File: config.mk
export PLATFORM = sky130hd
export DESIGN_NAME = sram_port_controller_flat
export DESIGN_NICKNAME = d
export VERILOG_FILES = /design/src/sram_port_pkg.sv /design/src/sram_link_if.sv /design/src/sram_port_controller.sv /design/src/flat_wrapper.sv
export SDC_FILE = /design/constraint.sdc
export NUM_CORES = 1
export LEC_CHECK = 0
export BUFFER_PORTS_ARGS = -buffer_cell sky130_fd_sc_hd__clkbuf_2
export CAP_MARGIN = 20
export CORE_MARGIN = 3
export CORE_UTILIZATION = 45
export DETAILED_ROUTE_END_ITERATION = 8
export GPL_TIMING_DRIVEN = 0
export MAX_ROUTING_LAYER = met4
export PLACE_DENSITY = 0.69
export SLEW_MARGIN = 20
export SYNTH_ARGS = -nofsm -noshare
export SYNTH_HDL_FRONTEND = slang
export SYNTH_SLANG_ARGS = --single-unit
File: constraint.sdc
create_clock -name core_clk -period 2.8 [get_ports core_clk]
set_clock_uncertainty 0.05 [all_clocks]
set_input_delay 0.28 -clock core_clk [delete_from_list [all_inputs] [get_ports core_clk]]
set_output_delay 0.28 -clock core_clk [all_outputs]
set_load 0.02 [all_outputs]
File: src/sram_port_pkg.sv
// Shared constants, types and helpers for the burst SRAM port and its controller
package sram_port_pkg;

  // Organisation: 18-bit words with two 9-bit byte lanes.
  // An 8-bit part is DATA_W 8 / SEL_W 2, a 9-bit part is DATA_W 9 / SEL_W 1.
  localparam int DATA_W       = 18;
  localparam int SEL_W        = 2;
  localparam int LANE_W       = DATA_W / SEL_W;
  localparam int ADDR_W       = 8;
  localparam int BURST        = 4;
  localparam int MEM_WORDS    = 1 << ADDR_W;

  // Beats are core_clk cycles with the link clock running; two beats per link cycle.
  // Read: first word registered five beats after the start; write: first word two beats after.
  localparam int RD_LAT_BEATS = 5;
  localparam int WR_LAT_BEATS = 2;
  localparam int RD_SR_W      = RD_LAT_BEATS + BURST;
  localparam int WR_SR_W      = WR_LAT_BEATS + BURST - 1;
  localparam int RSP_DEPTH    = 2;

  typedef logic [DATA_W-1:0]            word_t;
  typedef logic [SEL_W-1:0]             sel_t;
  typedef logic [ADDR_W-1:0]            addr_t;
  typedef logic [1:0]                   idx_t;
  typedef logic [BURST-1:0][DATA_W-1:0] burst_t;
  typedef logic [BURST-1:0][SEL_W-1:0]  bsel_t;

  localparam idx_t  FIRST_IDX     = 2'h1;
  localparam idx_t  LAST_IDX      = 2'h3;
  localparam logic  RST_SELECT_N  = 1'b1;
  localparam logic  RST_Q_OE_N    = 1'b1;
  localparam sel_t  RST_WSEL_N    = {SEL_W{1'b1}};
  localparam logic [2:0] RSP_CREDITS = 3'h2;

  // Active-low lane selects expanded to a per-bit write mask
  function automatic word_t sel_mask(input sel_t sel_n);
    word_t m;
    m = '0;
    for (int i = 0; i < DATA_W; i++) begin
      m[i] = ~sel_n[i / LANE_W];
    end
    return m;
  endfunction

endpackage

File: src/sram_link_if.sv
// Pin-level link between the memory controller and the burst SRAM port
interface sram_link_if;
  import sram_port_pkg::*;

  logic  clk_run;
  logic  k_phase;
  addr_t addr;
  logic  read_port_select_n;
  logic  write_port_select_n;
  word_t d;
  sel_t  byte_write_select_n;
  word_t q;
  logic  q_oe_n;

  modport device (
    input  clk_run,
    input  k_phase,
    input  addr,
    input  read_port_select_n,
    input  write_port_select_n,
    input  d,
    input  byte_write_select_n,
    output q,
    output q_oe_n
  );

  modport controller (
    output clk_run,
    output k_phase,
    output addr,
    output read_port_select_n,
    output write_port_select_n,
    output d,
    output byte_write_select_n,
    input  q,
    input  q_oe_n
  );

endinterface

File: src/sram_port_controller.sv
// Memory controller end: issues bursts, drives the link clock, buffers read bursts
module sram_port_controller (
  input  wire logic                   core_clk,
  input  wire logic                   arst_n,
  input  wire logic                   clock_stop,
  input  wire logic                   cmd_valid,
  output logic                        cmd_ready,
  input  wire logic                   cmd_write,
  input  wire sram_port_pkg::addr_t   cmd_addr,
  input  wire sram_port_pkg::burst_t  cmd_wdata,
  input  wire sram_port_pkg::bsel_t   cmd_wsel_n,
  output logic                        rsp_valid,
  input  wire logic                   rsp_ready,
  output sram_port_pkg::burst_t       rsp_data,
  sram_link_if.controller             link
);
  import sram_port_pkg::*;

  typedef struct packed {
    logic               run;
    logic               k;
    logic               rps_n;
    logic               wps_n;
    addr_t              addr;
    word_t              d;
    sel_t               wsel_n;
    logic               cq_v;
    logic               cq_wr;
    addr_t              cq_a;
    burst_t             cq_wd;
    bsel_t              cq_ws;
    logic               cmd_ready;
    logic               last_rd;
    logic               last_wr;
    logic [WR_SR_W-1:0] wr_sr;
    burst_t             wp_wd;
    bsel_t              wp_ws;
    burst_t             ws_wd;
    bsel_t              ws_ws;
    logic [RD_SR_W-1:0] rd_sr;
    burst_t             rbuf;
    logic [1:0]         rd_out;
    logic               head_v;
    burst_t             head_dat;
    logic               skid_v;
    burst_t             skid_dat;
  } ctl_s;

  ctl_s   c_q;
  ctl_s   c_d;
  logic   idle;
  logic   credit;
  logic   nxt_k;
  logic   push;
  logic   iss_rd;
  burst_t push_dat;

  assign idle   = (c_q.rd_out == 2'h0) && (c_q.wr_sr == '0);
  // A read is only issued when its whole burst has a buffer slot waiting
  assign credit = (3'(c_q.rd_out) + 3'(c_q.head_v) + 3'(c_q.skid_v)) < RSP_CREDITS;

  always_comb begin
    c_d      = c_q;
    push     = 1'b0;
    iss_rd   = 1'b0;
    push_dat = c_q.rbuf;
    // Stop only after a negative beat with nothing in flight
    if (!c_q.run) begin
      c_d.run = !clock_stop;
    end else if (clock_stop && !c_q.k && idle) begin
      c_d.run = 1'b0;
    end
    c_d.k = c_d.run ? ~c_q.k : c_q.k;
    nxt_k = c_d.run && c_d.k;
    if (c_q.run) begin
      c_d.wr_sr  = {c_q.wr_sr[WR_SR_W-2:0], c_q.k && !c_q.wps_n};
      c_d.rd_sr  = {c_q.rd_sr[RD_SR_W-2:0], c_q.k && !c_q.rps_n};
      c_d.wsel_n = RST_WSEL_N;
      if (c_q.k) begin
        c_d.rps_n = RST_SELECT_N;
        c_d.wps_n = RST_SELECT_N;
      end
      // Write words on the two link cycles after the start, one per beat
      if (c_q.wr_sr[0]) begin
        c_d.d      = c_q.wp_wd[0];
        c_d.wsel_n = c_q.wp_ws[0];
        c_d.ws_wd  = c_q.wp_wd;
        c_d.ws_ws  = c_q.wp_ws;
      end
      for (int i = 1; i < BURST; i++) begin
        if (c_q.wr_sr[i]) begin
          c_d.d      = c_q.ws_wd[i];
          c_d.wsel_n = c_q.ws_ws[i];
        end
      end
      for (int i = 0; i < BURST; i++) begin
        if (c_q.rd_sr[RD_LAT_BEATS+i]) begin
          c_d.rbuf[i] = link.q;
        end
      end
      push = c_q.rd_sr[RD_SR_W-1];
      push_dat[BURST-1] = link.q;
    end
    if (nxt_k) begin
      c_d.last_rd = 1'b0;
      c_d.last_wr = 1'b0;
      if (c_q.cq_v && !c_q.cq_wr && !c_q.last_rd && credit) begin
        iss_rd      = 1'b1;
        c_d.rps_n   = 1'b0;
        c_d.addr    = c_q.cq_a;
        c_d.cq_v    = 1'b0;
        c_d.last_rd = 1'b1;
      end else if (c_q.cq_v && c_q.cq_wr && !c_q.last_wr) begin
        c_d.wps_n   = 1'b0;
        c_d.addr    = c_q.cq_a;
        c_d.wp_wd   = c_q.cq_wd;
        c_d.wp_ws   = c_q.cq_ws;
        c_d.cq_v    = 1'b0;
        c_d.last_wr = 1'b1;
      end
    end
    c_d.rd_out = 2'(c_q.rd_out + 2'(iss_rd) - 2'(push));
    if (cmd_valid && c_q.cmd_ready) begin
      c_d.cq_v  = 1'b1;
      c_d.cq_wr = cmd_write;
      c_d.cq_a  = cmd_addr;
      c_d.cq_wd = cmd_wdata;
      c_d.cq_ws = cmd_wsel_n;
    end
    c_d.cmd_ready = !c_d.cq_v;
    // Two-entry response buffer: head register plus skid register
    if (c_q.head_v && rsp_ready) begin
      c_d.head_v   = c_q.skid_v;
      c_d.head_dat = c_q.skid_dat;
      c_d.skid_v   = 1'b0;
    end
    if (push) begin
      if (!c_d.head_v) begin
        c_d.head_v   = 1'b1;
        c_d.head_dat = push_dat;
      end else begin
        c_d.skid_v   = 1'b1;
        c_d.skid_dat = push_dat;
      end
    end
  end

  always_ff @(posedge core_clk or negedge arst_n) begin
    if (!arst_n) begin
      c_q        <= '0;
      c_q.rps_n  <= RST_SELECT_N;
      c_q.wps_n  <= RST_SELECT_N;
      c_q.wsel_n <= RST_WSEL_N;
    end else begin
      c_q <= c_d;
    end
  end

  assign link.clk_run             = c_q.run;
  assign link.k_phase             = c_q.k;
  assign link.addr                = c_q.addr;
  assign link.read_port_select_n  = c_q.rps_n;
  assign link.write_port_select_n = c_q.wps_n;
  assign link.d                   = c_q.d;
  assign link.byte_write_select_n = c_q.wsel_n;
  assign cmd_ready                = c_q.cmd_ready;
  assign rsp_valid                = c_q.head_v;
  assign rsp_data                 = c_q.head_dat;

endmodule

File: src/flat_wrapper.sv
// flat-port wrapper written by rule: the top's interface ports become plain ports
module sram_port_controller_flat import sram_port_pkg::*;
  (core_clk, arst_n, clock_stop, cmd_valid, cmd_ready, cmd_write, cmd_addr, cmd_wdata, cmd_wsel_n, rsp_valid, rsp_ready, rsp_data, link_clk_run, link_k_phase, link_addr, link_read_port_select_n, link_write_port_select_n, link_d, link_byte_write_select_n, link_q, link_q_oe_n);
  sram_link_if link_i ();
  input  wire logic core_clk;
  input  wire logic arst_n;
  input  wire logic clock_stop;
  input  wire logic cmd_valid;
  output logic cmd_ready;
  input  wire logic cmd_write;
  input  wire sram_port_pkg::addr_t cmd_addr;
  input  wire sram_port_pkg::burst_t cmd_wdata;
  input  wire sram_port_pkg::bsel_t cmd_wsel_n;
  output logic rsp_valid;
  input  wire logic rsp_ready;
  output sram_port_pkg::burst_t rsp_data;
  output wire logic [$bits(link_i.clk_run)-1:0] link_clk_run;
  output wire logic [$bits(link_i.k_phase)-1:0] link_k_phase;
  output wire logic [$bits(link_i.addr)-1:0] link_addr;
  output wire logic [$bits(link_i.read_port_select_n)-1:0] link_read_port_select_n;
  output wire logic [$bits(link_i.write_port_select_n)-1:0] link_write_port_select_n;
  output wire logic [$bits(link_i.d)-1:0] link_d;
  output wire logic [$bits(link_i.byte_write_select_n)-1:0] link_byte_write_select_n;
  input wire logic [$bits(link_i.q)-1:0] link_q;
  input wire logic [$bits(link_i.q_oe_n)-1:0] link_q_oe_n;
  assign link_clk_run = link_i.clk_run;
  assign link_k_phase = link_i.k_phase;
  assign link_addr = link_i.addr;
  assign link_read_port_select_n = link_i.read_port_select_n;
  assign link_write_port_select_n = link_i.write_port_select_n;
  assign link_d = link_i.d;
  assign link_byte_write_select_n = link_i.byte_write_select_n;
  assign link_i.q = link_q;
  assign link_i.q_oe_n = link_q_oe_n;
  sram_port_controller u_core (.core_clk(core_clk), .arst_n(arst_n), .clock_stop(clock_stop), .cmd_valid(cmd_valid), .cmd_ready(cmd_ready), .cmd_write(cmd_write), .cmd_addr(cmd_addr), .cmd_wdata(cmd_wdata), .cmd_wsel_n(cmd_wsel_n), .rsp_valid(rsp_valid), .rsp_ready(rsp_ready), .rsp_data(rsp_data), .link(link_i));
endmodule
## Word-level counts from Yosys, hierarchy flattened

Cells that the tools add are included.

- $lt $le $gt $ge: 1
- Bitwise operators: 2
- Multiplexer cells: 28
- $add $sub $neg: 4
- Reductions and logical operators: 34

Operator list:

| kind | number |
|---|---|
| $mux W146 | 1 |
| $mux W90 | 1 |
| $mux W20 | 4 |
| $mux W74 | 1 |
| $mux W73 | 1 |
| $mux W72 | 1 |
| $mux W18 | 1 |
| $reduce_and A2 Y1 | 8 |
| $logic_and A1 B1 Y1 | 13 |
| $mux W1 | 13 |
| $mux W10 | 1 |
| $mux W9 | 1 |
| $logic_not A1 Y1 | 8 |
| $mux W8 | 1 |
| $logic_not A5 Y1 | 1 |
| $mux W2 | 2 |
| $reduce_bool A4 Y1 | 1 |
| $add A2 B1 Y3 | 1 |
| $add A3 B1 Y3 | 1 |
| $lt A3 B2 Y1 const B | 1 |
| $reduce_and A3 Y1 | 1 |
| $add A2 B1 Y2 | 1 |
| $logic_not A2 Y1 | 1 |
| $not A1 Y1 | 2 |
| other kinds (2) | 2 |

- Flip-flop bits (word level): 499
- Word-level logic and storage cells: 121
- Output and inout bits: 106

## Depth between registers and ports, before layout

Gate-level depths: netlist of the first run.

- Depth in word-level cells: 10
- Mapped depth: 10
- Depth with buffers taken out: 8

## Worst setup path before layout of the first run

No wires, ideal clock.

- Kind: reg-to-reg
- From: register u_core.c_q[390] (netlist name)
- To: register u_core.c_q, in the netlist u_core.link.addr[0]
- Setup slack: 0.025 ns
- Arrival: 2.601 ns
- Required time: 2.625 ns
- Buffers on the path: 3
- Stages on the path, launching flop included: 10
- Clock period less this slack: 2.775 ns
- Cell sequence: dfrtp_1 -> buf_2 -> o41ai_4 -> buf_4 -> nand3_1 -> ha_1 -> and4b_1 -> buf_6 -> a41oi_4 -> mux2_2

RTL lines:

| what | RTL line | source |
|---|---|---|
| start: declaration | sram_port_controller.sv:49 | `ctl_s c_q;` |

==> results of run 1 <==
-- synthesized netlist by cell type (3+ instances only) --
cell type / count
dfrtp_1: 495
mux2_2: 398
ha_1: 4
a221oi_1: 18
o21ai_0: 9
o31ai_1: 18
buf_2: 50
o22ai_1: 22
a21oi_1: 5
inv_1: 36
buf_4: 105
nand2_1: 270
nor2b_1: 3
mux2i_1: 72
dfstp_2: 4
clkbuf_1: 24
-- metal layers --
layer | vias to the layer above | GRT usage | part of all wire
met5 | - | - | 0
met4 | 0 | 0.0667 | 0.029
met3 | 74 | 0.0320 | 0.037
met2 | 282 | 0.345 | 0.52
met1 | 6555 | 0.244 | 0.42
li1 | 5982 | - | -
-- cells by family (layout without fill, tap and decap cells) --
| kind of cell | after synthesis | after routing | synth area share |
|---|---|---|---|
| multiplexers | 470 | 470 | 0.250 |
| XOR/XNOR | 2 | 2 | 0.000843 |
| adder cells (fa/ha/maj) | 4 | 4 | 0.00241 |
| buffers and inverters | 219 | 633 | 0.0620 |
| AO/OA/AOI/OAI | 79 | 79 | 0.0287 |
| flip-flops | 499 | 499 | 0.601 |
| AND/OR/NAND/NOR | 287 | 287 | 0.0544 |
-- how the worst min path moves through the flow --
stage | depth (start not counted) | slack (ps) | from | to
global placement | 2 | 400 | u_core.c_q[403] | u_core.c_q[315]
global route | 2 | 10 | link_q[3] | u_core.c_q[205]
finish | 2 | 40 | link_q[15] | u_core.c_q[163]
CTS | 2 | 0.8 | link_q[3] | u_core.c_q[205]
detailed placement | 1 | 130 | arst_n | u_core.c_q[61]
floorplan | 0 | -70 | arst_n | u_core.c_q[0]
-- report_power, final --
part           switching, mW  internal [mW]  total [mW]
clock                   2.79           3.90        6.69
sequential              1.82           10.4        12.2
combinational           5.02           5.35        10.4
-- layout by cell type (no fill, tap or decap), drive strengths merged, types with 2 or more instances in the layout --
cell / n
clkinv: 10
ha: 4
a21oi: 5
dfrtp: 495
a221oi: 18
nor2b: 3
o41ai: 2
mux2i: 72
dlygate4sd3: 94
o21ai: 9
o31ai: 18
o31a: 2
buf: 168
clkinvlp: 3
clkbuf: 320
nand2b: 2
nor3b: 2
o22ai: 22
nand4: 2
nand2: 271
dfstp: 4
inv: 37
mux2: 398
xnor2: 2
-- flip-flops by register name (all words and copies together) (netlist names), 2 cells and up --
register / count
u_core.link.d: 18
u_core.rsp_data: 72
u_core.c_q: 393
u_core.link.byte_write_select_n: 2
u_core.link.addr: 8
-- area by class of cell --
class | instances | share of cell area
buffer | 182 | 0.0459
clock buffer | 78 | 0.0608
clock inverter | 15 | 0.00481
inverter | 36 | 0.00531
multi-input combinational | 842 | 0.275
sequential | 499 | 0.491
tap | 600 | 0.0295
timing repair buffer | 322 | 0.0884
-- what timing repair did --
action                                  4_1_cts  5_1_grt
hold buffers                                 94        0
endpoints found under the setup margin       92       88
pin swaps                                     2        1
gates resized for setup                       3       21
setup buffers                                 5        0
endpoints found under the hold margin       381        0
cloned                                        0        0
-- through the flow --
stage	worst slack (ps)	hold WS, ps	area, um^2
final	109	37.5	25500
after detailed placement	-600	134	22800
after CTS	44.0	0.757	25500
after floorplan	24.6	-65.6	20800
after global placement	-9600	398	22600
after global routing	2.75	14.2	25500
-- worst register-to-register path: stages, from the launching register on --
cell and delay, ps:
dfrtp_2 470, o41ai_4 430, buf_6 170, nand3_1 120
ha_2 250, and4b_1 190, buf_6 170, a41oi_4 220
buf_12 160, mux2_2 340
==> results.md, run 1 <==
- Status: finished, final reports clean
- CTS root buffer: clkbuf_16
- Synth area leader: dfrtp_1
- I/O Buffers: 217
- Worst-skew pair later-pin latency: 590 ps
- Hold Crit Class: in2reg
- GRT Overall Usage: 0.201
- Share of layout cells above drive strength 1: 0.449
- Register area: 12500 um^2
- CTS tree: yes
- Initial Utilization: 0.457
- Fin cells: 2574
- Area Overhead vs Synth: 22.6%
- Ordered cell list for the critical path: o41ai_4 -> buf_6 -> nand3_1 -> ha_2 -> and4b_1 -> buf_6 -> a41oi_4 -> buf_12 -> mux2_2
- Core outline area: 45500 um^2
- Final hold violations: 0
- Worst Setup End Kind: register
- Slowest CP cell: dfrtp_2
- Clk sink count: 499
- Cell count along the critical path: 9
- Req. time, crit path: 3210 ps
- Remaining DRCs: 0
- Number of top-level pins: 219
- Die height: 221 um
- Rows: 78
- Crit-path max FO: 10
- CP most frequent cell: buf_6
- FF-to-FF End: u_core.link.addr[6]
- Final setup vio count: 0
- Cell variety after synth: 37
- Grt total ovfl: 0
- Top FF cell, synth: dfrtp_1
- Crit path buf inv count: 3
- Fillers: 3749
- R2R setup slack: 110 ps
- Final core occ: 0.560
- Unrepaired setup endpoints after global routing: false
- WP data arrival: 3100 ps
- Worst VDD drop: 676 uV
- Multi-input logic area: 7000 um^2
- Yosys warning count: 0
- Placer Congestion: 0.831
- Final ANT Viol Nets: 0
- PD cells: 1150 nW/um^2
- Max Cap Violations: 0
- CTS clk-pin slew, worst paths: 60 ps
- Average cell area after synthesis: 13.3 um^2
- H-tree Lvls: 2
- Async S/R FF share, synth: 1.00
- Max_slew headroom: 0.382
- Worst setup startpoint: u_core.c_q[392]
- Synth top area share: 0.596
- Achievable Freq: 372 MHz
- CTS Buf Count: 51
- Length in cells of the worst reg-to-reg path: 9
- Inst Count DP: 2383
- Vias in the first global route: 14000
- Kind of critical path: reg2reg
- Vias per inst: 5.01
- Routed WL: 47200 um
- Overall power: 29.3 mW
- Reg2reg start: u_core.c_q[392]
- First-pass GRT wire length: 76100 um
- Seq/Total Area, Yosys: 0.601
- Syn Std Cell Area: 20800 um^2
- First-pass detailed-route iteration total: 7
- Maximum buffer depth of the clock tree: 3
- Initial antenna violation count: 0
- Worst-Margin Slew: 927 ps
- Slew Limit Fails: 0
- Net Count, Synth: 1677
- Period Utilization, post-route: 0.961
- Routed len/inst: 18.3 um
- Setup TNS: 0 ps
- Die ar.: 48800 um^2
- Layout Nets: 2051
- Die width: 221 um
- Crit path launch type: register
- Largest net degree at the start of global routing: 92
- Detailed Place HPWL: 33100 um
- Cell family with most CP delay: compound AO/OA/AOI/OAI gates
- Number of synthesized flops with an enable pin: 0
- Gate Count Post-Synth: 1560
- Setup crit end: u_core.link.addr[6]
- Area contributors post-synth: dfrtp_1 (60%), mux2_2 (22%), nand2_1 (4.9%), buf_4 (3.8%), mux2i_1 (3.5%)
- Lkg Pwr: 12.7 nW
- Min Tclk post-route: 2690 ps
- Crit-path max cell delay: 470 ps
- Ant diodes: 0
- Routed via count: 12900
- Seq cells post-synth: 499
- Drt first-iter violations: 670
No activity file was read; power rests on OpenSTA's default activity.
==> run 2, diff against run 1 <==
--- a/config.mk
+++ b/config.mk
@@ -7,7 +7,7 @@
 export LEC_CHECK = 0
 export BUFFER_PORTS_ARGS = -buffer_cell sky130_fd_sc_hd__clkbuf_2
 export CAP_MARGIN = 20
-export CORE_MARGIN = 3
+export CORE_MARGIN = 8
 export CORE_UTILIZATION = 45
 export DETAILED_ROUTE_END_ITERATION = 8
 export GPL_TIMING_DRIVEN = 0
==> constraint.sdc (replaced) <==
create_clock -name core_clk -period 2.8 [get_ports core_clk]
set_clock_uncertainty 0.05 [all_clocks]
set_input_delay 0.56 -clock core_clk [delete_from_list [all_inputs] [get_ports core_clk]]
set_output_delay 0.56 -clock core_clk [all_outputs]
set_load 0.02 [all_outputs]
==> run 2 against run 1 <==
Compared with the run above: maximum frequency about the same; critical path depth up 1; hold slack improved by 110 ps; first-iteration DRC count fell by 2.1%; power shrank 0.84%; register-to-register slack hardly changed; non-clock buffer count shrank 91; combinational power about the same; critical path type unchanged; critical endpoint is now u_core.link.addr[3].
==> results.md, run 2 (synthesis results as in run 1) <==
- Fin cells: 2484 (-3.5%)
- Area Overhead vs Synth: 18.1%
- Worst VDD drop: 651 uV (-3.7%)
- Share of layout cells above drive strength 1: 0.469 (+0.0204)
- Hold Crit Class: in2reg
- Kind of critical path: reg2reg
- Achievable Freq: 372 MHz (about the same)
- Crit-path max FO: 10 (unchanged)
- CTS root buffer: clkbuf_16
- Number of top-level pins: 219 (unchanged)
- Die ar.: 53300 um^2 (+9.3%)
- Lkg Pwr: 12.4 nW (-2.9%)
- First-pass GRT wire length: 74000 um (-2.8%)
- Clk sink count: 499 (unchanged)
- Max Cap Violations: 0 (unchanged)
- GRT Overall Usage: 0.178 (-0.0225)
- WP data arrival: 3100 ps (about the same)
- Period Utilization, post-route: 0.960 (about the same)
- Grt total ovfl: 0 (unchanged)
- Remaining DRCs: 0 (unchanged)
- Final hold violations: 0 (unchanged)
- Routed WL: 46100 um (-2.4%)
- PD cells: 1180 nW/um^2 (+2.9%)
- Multi-input logic area: 7000 um^2 (unchanged)
- Maximum buffer depth of the clock tree: 3 (unchanged)
- Most common cell after layout, fill and taps aside: dfrtp_1
- Fillers: 3841 (+2.5%)
- Top reg by flops: u_core.c_q
- Initial Utilization: 0.457 (unchanged)
- Unrepaired setup endpoints after global routing: false
- Overall power: 29.0 mW (-0.84%)
- Vias per inst: 5.01 (about the same)
- Ant diodes: 0 (unchanged)
- H-tree Lvls: 2 (unchanged)
- CTS clk-pin slew, worst paths: 60 ps (about the same)
- Max_slew headroom: 0.400 (+0.0175)
- Slew Limit Fails: 0 (unchanged)
- Pre-CTS WS: -608 ps (-7.98 ps)
- Routed via count: 12500 (-3.4%)
- Max FFs per register: 393 (unchanged)
- Register area: 12500 um^2 (about the same)
- I/O Buffers: 217 (unchanged)
- Core outline area: 45500 um^2 (unchanged)
- Worst setup margin: 112 ps (+2.58 ps)
- Crit path launch type: register
- CTS Buf Count: 52 (+2.0%)
- Final ANT Viol Nets: 0 (unchanged)
- Die height: 231 um (+4.5%)
- Status: finished, final reports clean
- Worst Setup End Kind: register
- CTS tree: yes
- Inst Count DP: 2383 (unchanged)
- Min Tclk post-route: 2690 ps (-2.58 ps)
- Req. time, crit path: 3210 ps (about the same)
- Placer Congestion: 0.870 (+4.6%)
- Rows: 78 (unchanged)
- Worst-Margin Slew: 900 ps (-26.2 ps)
- Worst-skew pair later-pin latency: 580 ps (about the same)
- Vias in the first global route: 13600 (-2.9%)
- Die width: 231 um (+4.5%)
- Layout Nets: 1961 (-4.4%)
- Largest net degree at the start of global routing: 96 (+4.3%)
- Initial antenna violation count: 0 (unchanged)
- Most frequent cells in the layout: dfrtp_1 (495), mux2_2 (398), nand2_1 (270)
- Final setup vio count: 0 (unchanged)
- Drt first-iter violations: 656 (-2.1%)
- Detailed Place HPWL: 33500 um (+1.1%)
- Routed len/inst: 18.6 um (+1.2%)
- First-pass detailed-route iteration total: 5 (-2)
[run 2: cell types whose count changed in the layout (fill, tap and decap cells not counted), moves of 2 or more]
cell,delta
clkinvlp_4,-3
dfrtp_1,+2
clkbuf_16,+2
clkbuf_1,+3
dfrtp_2,-2
buf_4,+3
dlygate4sd3_1,-93
clkinv_2,+2
[run 2: worst paths after layout]
kind                                  from                  end  slack, ps  depth (start not counted)
setup / recovery           u_core.c_q[391]  u_core.link.addr[3]        110                         10
hold / removal                  clock_stop  u_core.link.clk_run        140                          2
setup reg to reg           u_core.c_q[391]  u_core.link.addr[3]        110                         10
hold reg to reg            u_core.c_q[448]      u_core.c_q[360]        410                          2
max in group asynchronous           arst_n      u_core.c_q[449]        760                          5
min in group asynchronous           arst_n       u_core.c_q[60]        430                          2
[run 2: routing by layer]
| metal | wire length, um | share of wire | track usage |
|---|---|---|---|
| met2 | 23200 | 0.50 | 0.300 |
| met1 | 19500 | 0.42 | 0.216 |
| met5 | 0 | 0 | - |
| met4 | 1380 | 0.030 | 0.0622 |
| met3 | 1970 | 0.043 | 0.0298 |
[run 2: stage by stage]
stage,TNS [ps],util,area (um^2),hold slack (ps)
global placement,-4918320,0.497,22600,398
global route,0,0.540,24500,118
finish,0,0.540,24500,144
floorplan,0,-,20800,214
detailed placement,-41450,0.501,22800,401
CTS,0,0.539,24500,105
[run 2: layout make-up]
class,instances,share of cell area
sequential,499,0.509
multi-input combinational,842,0.285
clock buffer,81,0.0649
timing repair buffer,231,0.0539
buffer,182,0.0475
tap,600,0.0306
inverter,36,0.00551
clock inverter,13,0.00326
[run 2: what timing repair did]
action / 4_1_cts / 5_1_grt
hold endpoints to repair: 40 / 0
gates resized for setup: 3 / 16
pin swaps: 2 / 0
setup endpoints to repair: 92 / 85
setup buffers: 6 / 1
hold buffers: 1 / 0
[run 2: worst max-delay path: stages, from the launching register on]
cell     delay [ps]
dfrtp_1         360
buf_2           180
o41ai_4         410
buf_6           160
nand3_1         110
ha_2            250
and4b_1         190
buf_6           160
a41oi_4         180
buf_4           180
mux2_2          340
[run 2: report_power, final]
| group | total (mW) | switching, mW | internal [mW] |
|---|---|---|---|
| combinational | 10.2 | 4.93 | 5.25 |
| sequential | 12.2 | 1.80 | 10.4 |
| clock | 6.65 | 2.76 | 3.90 |
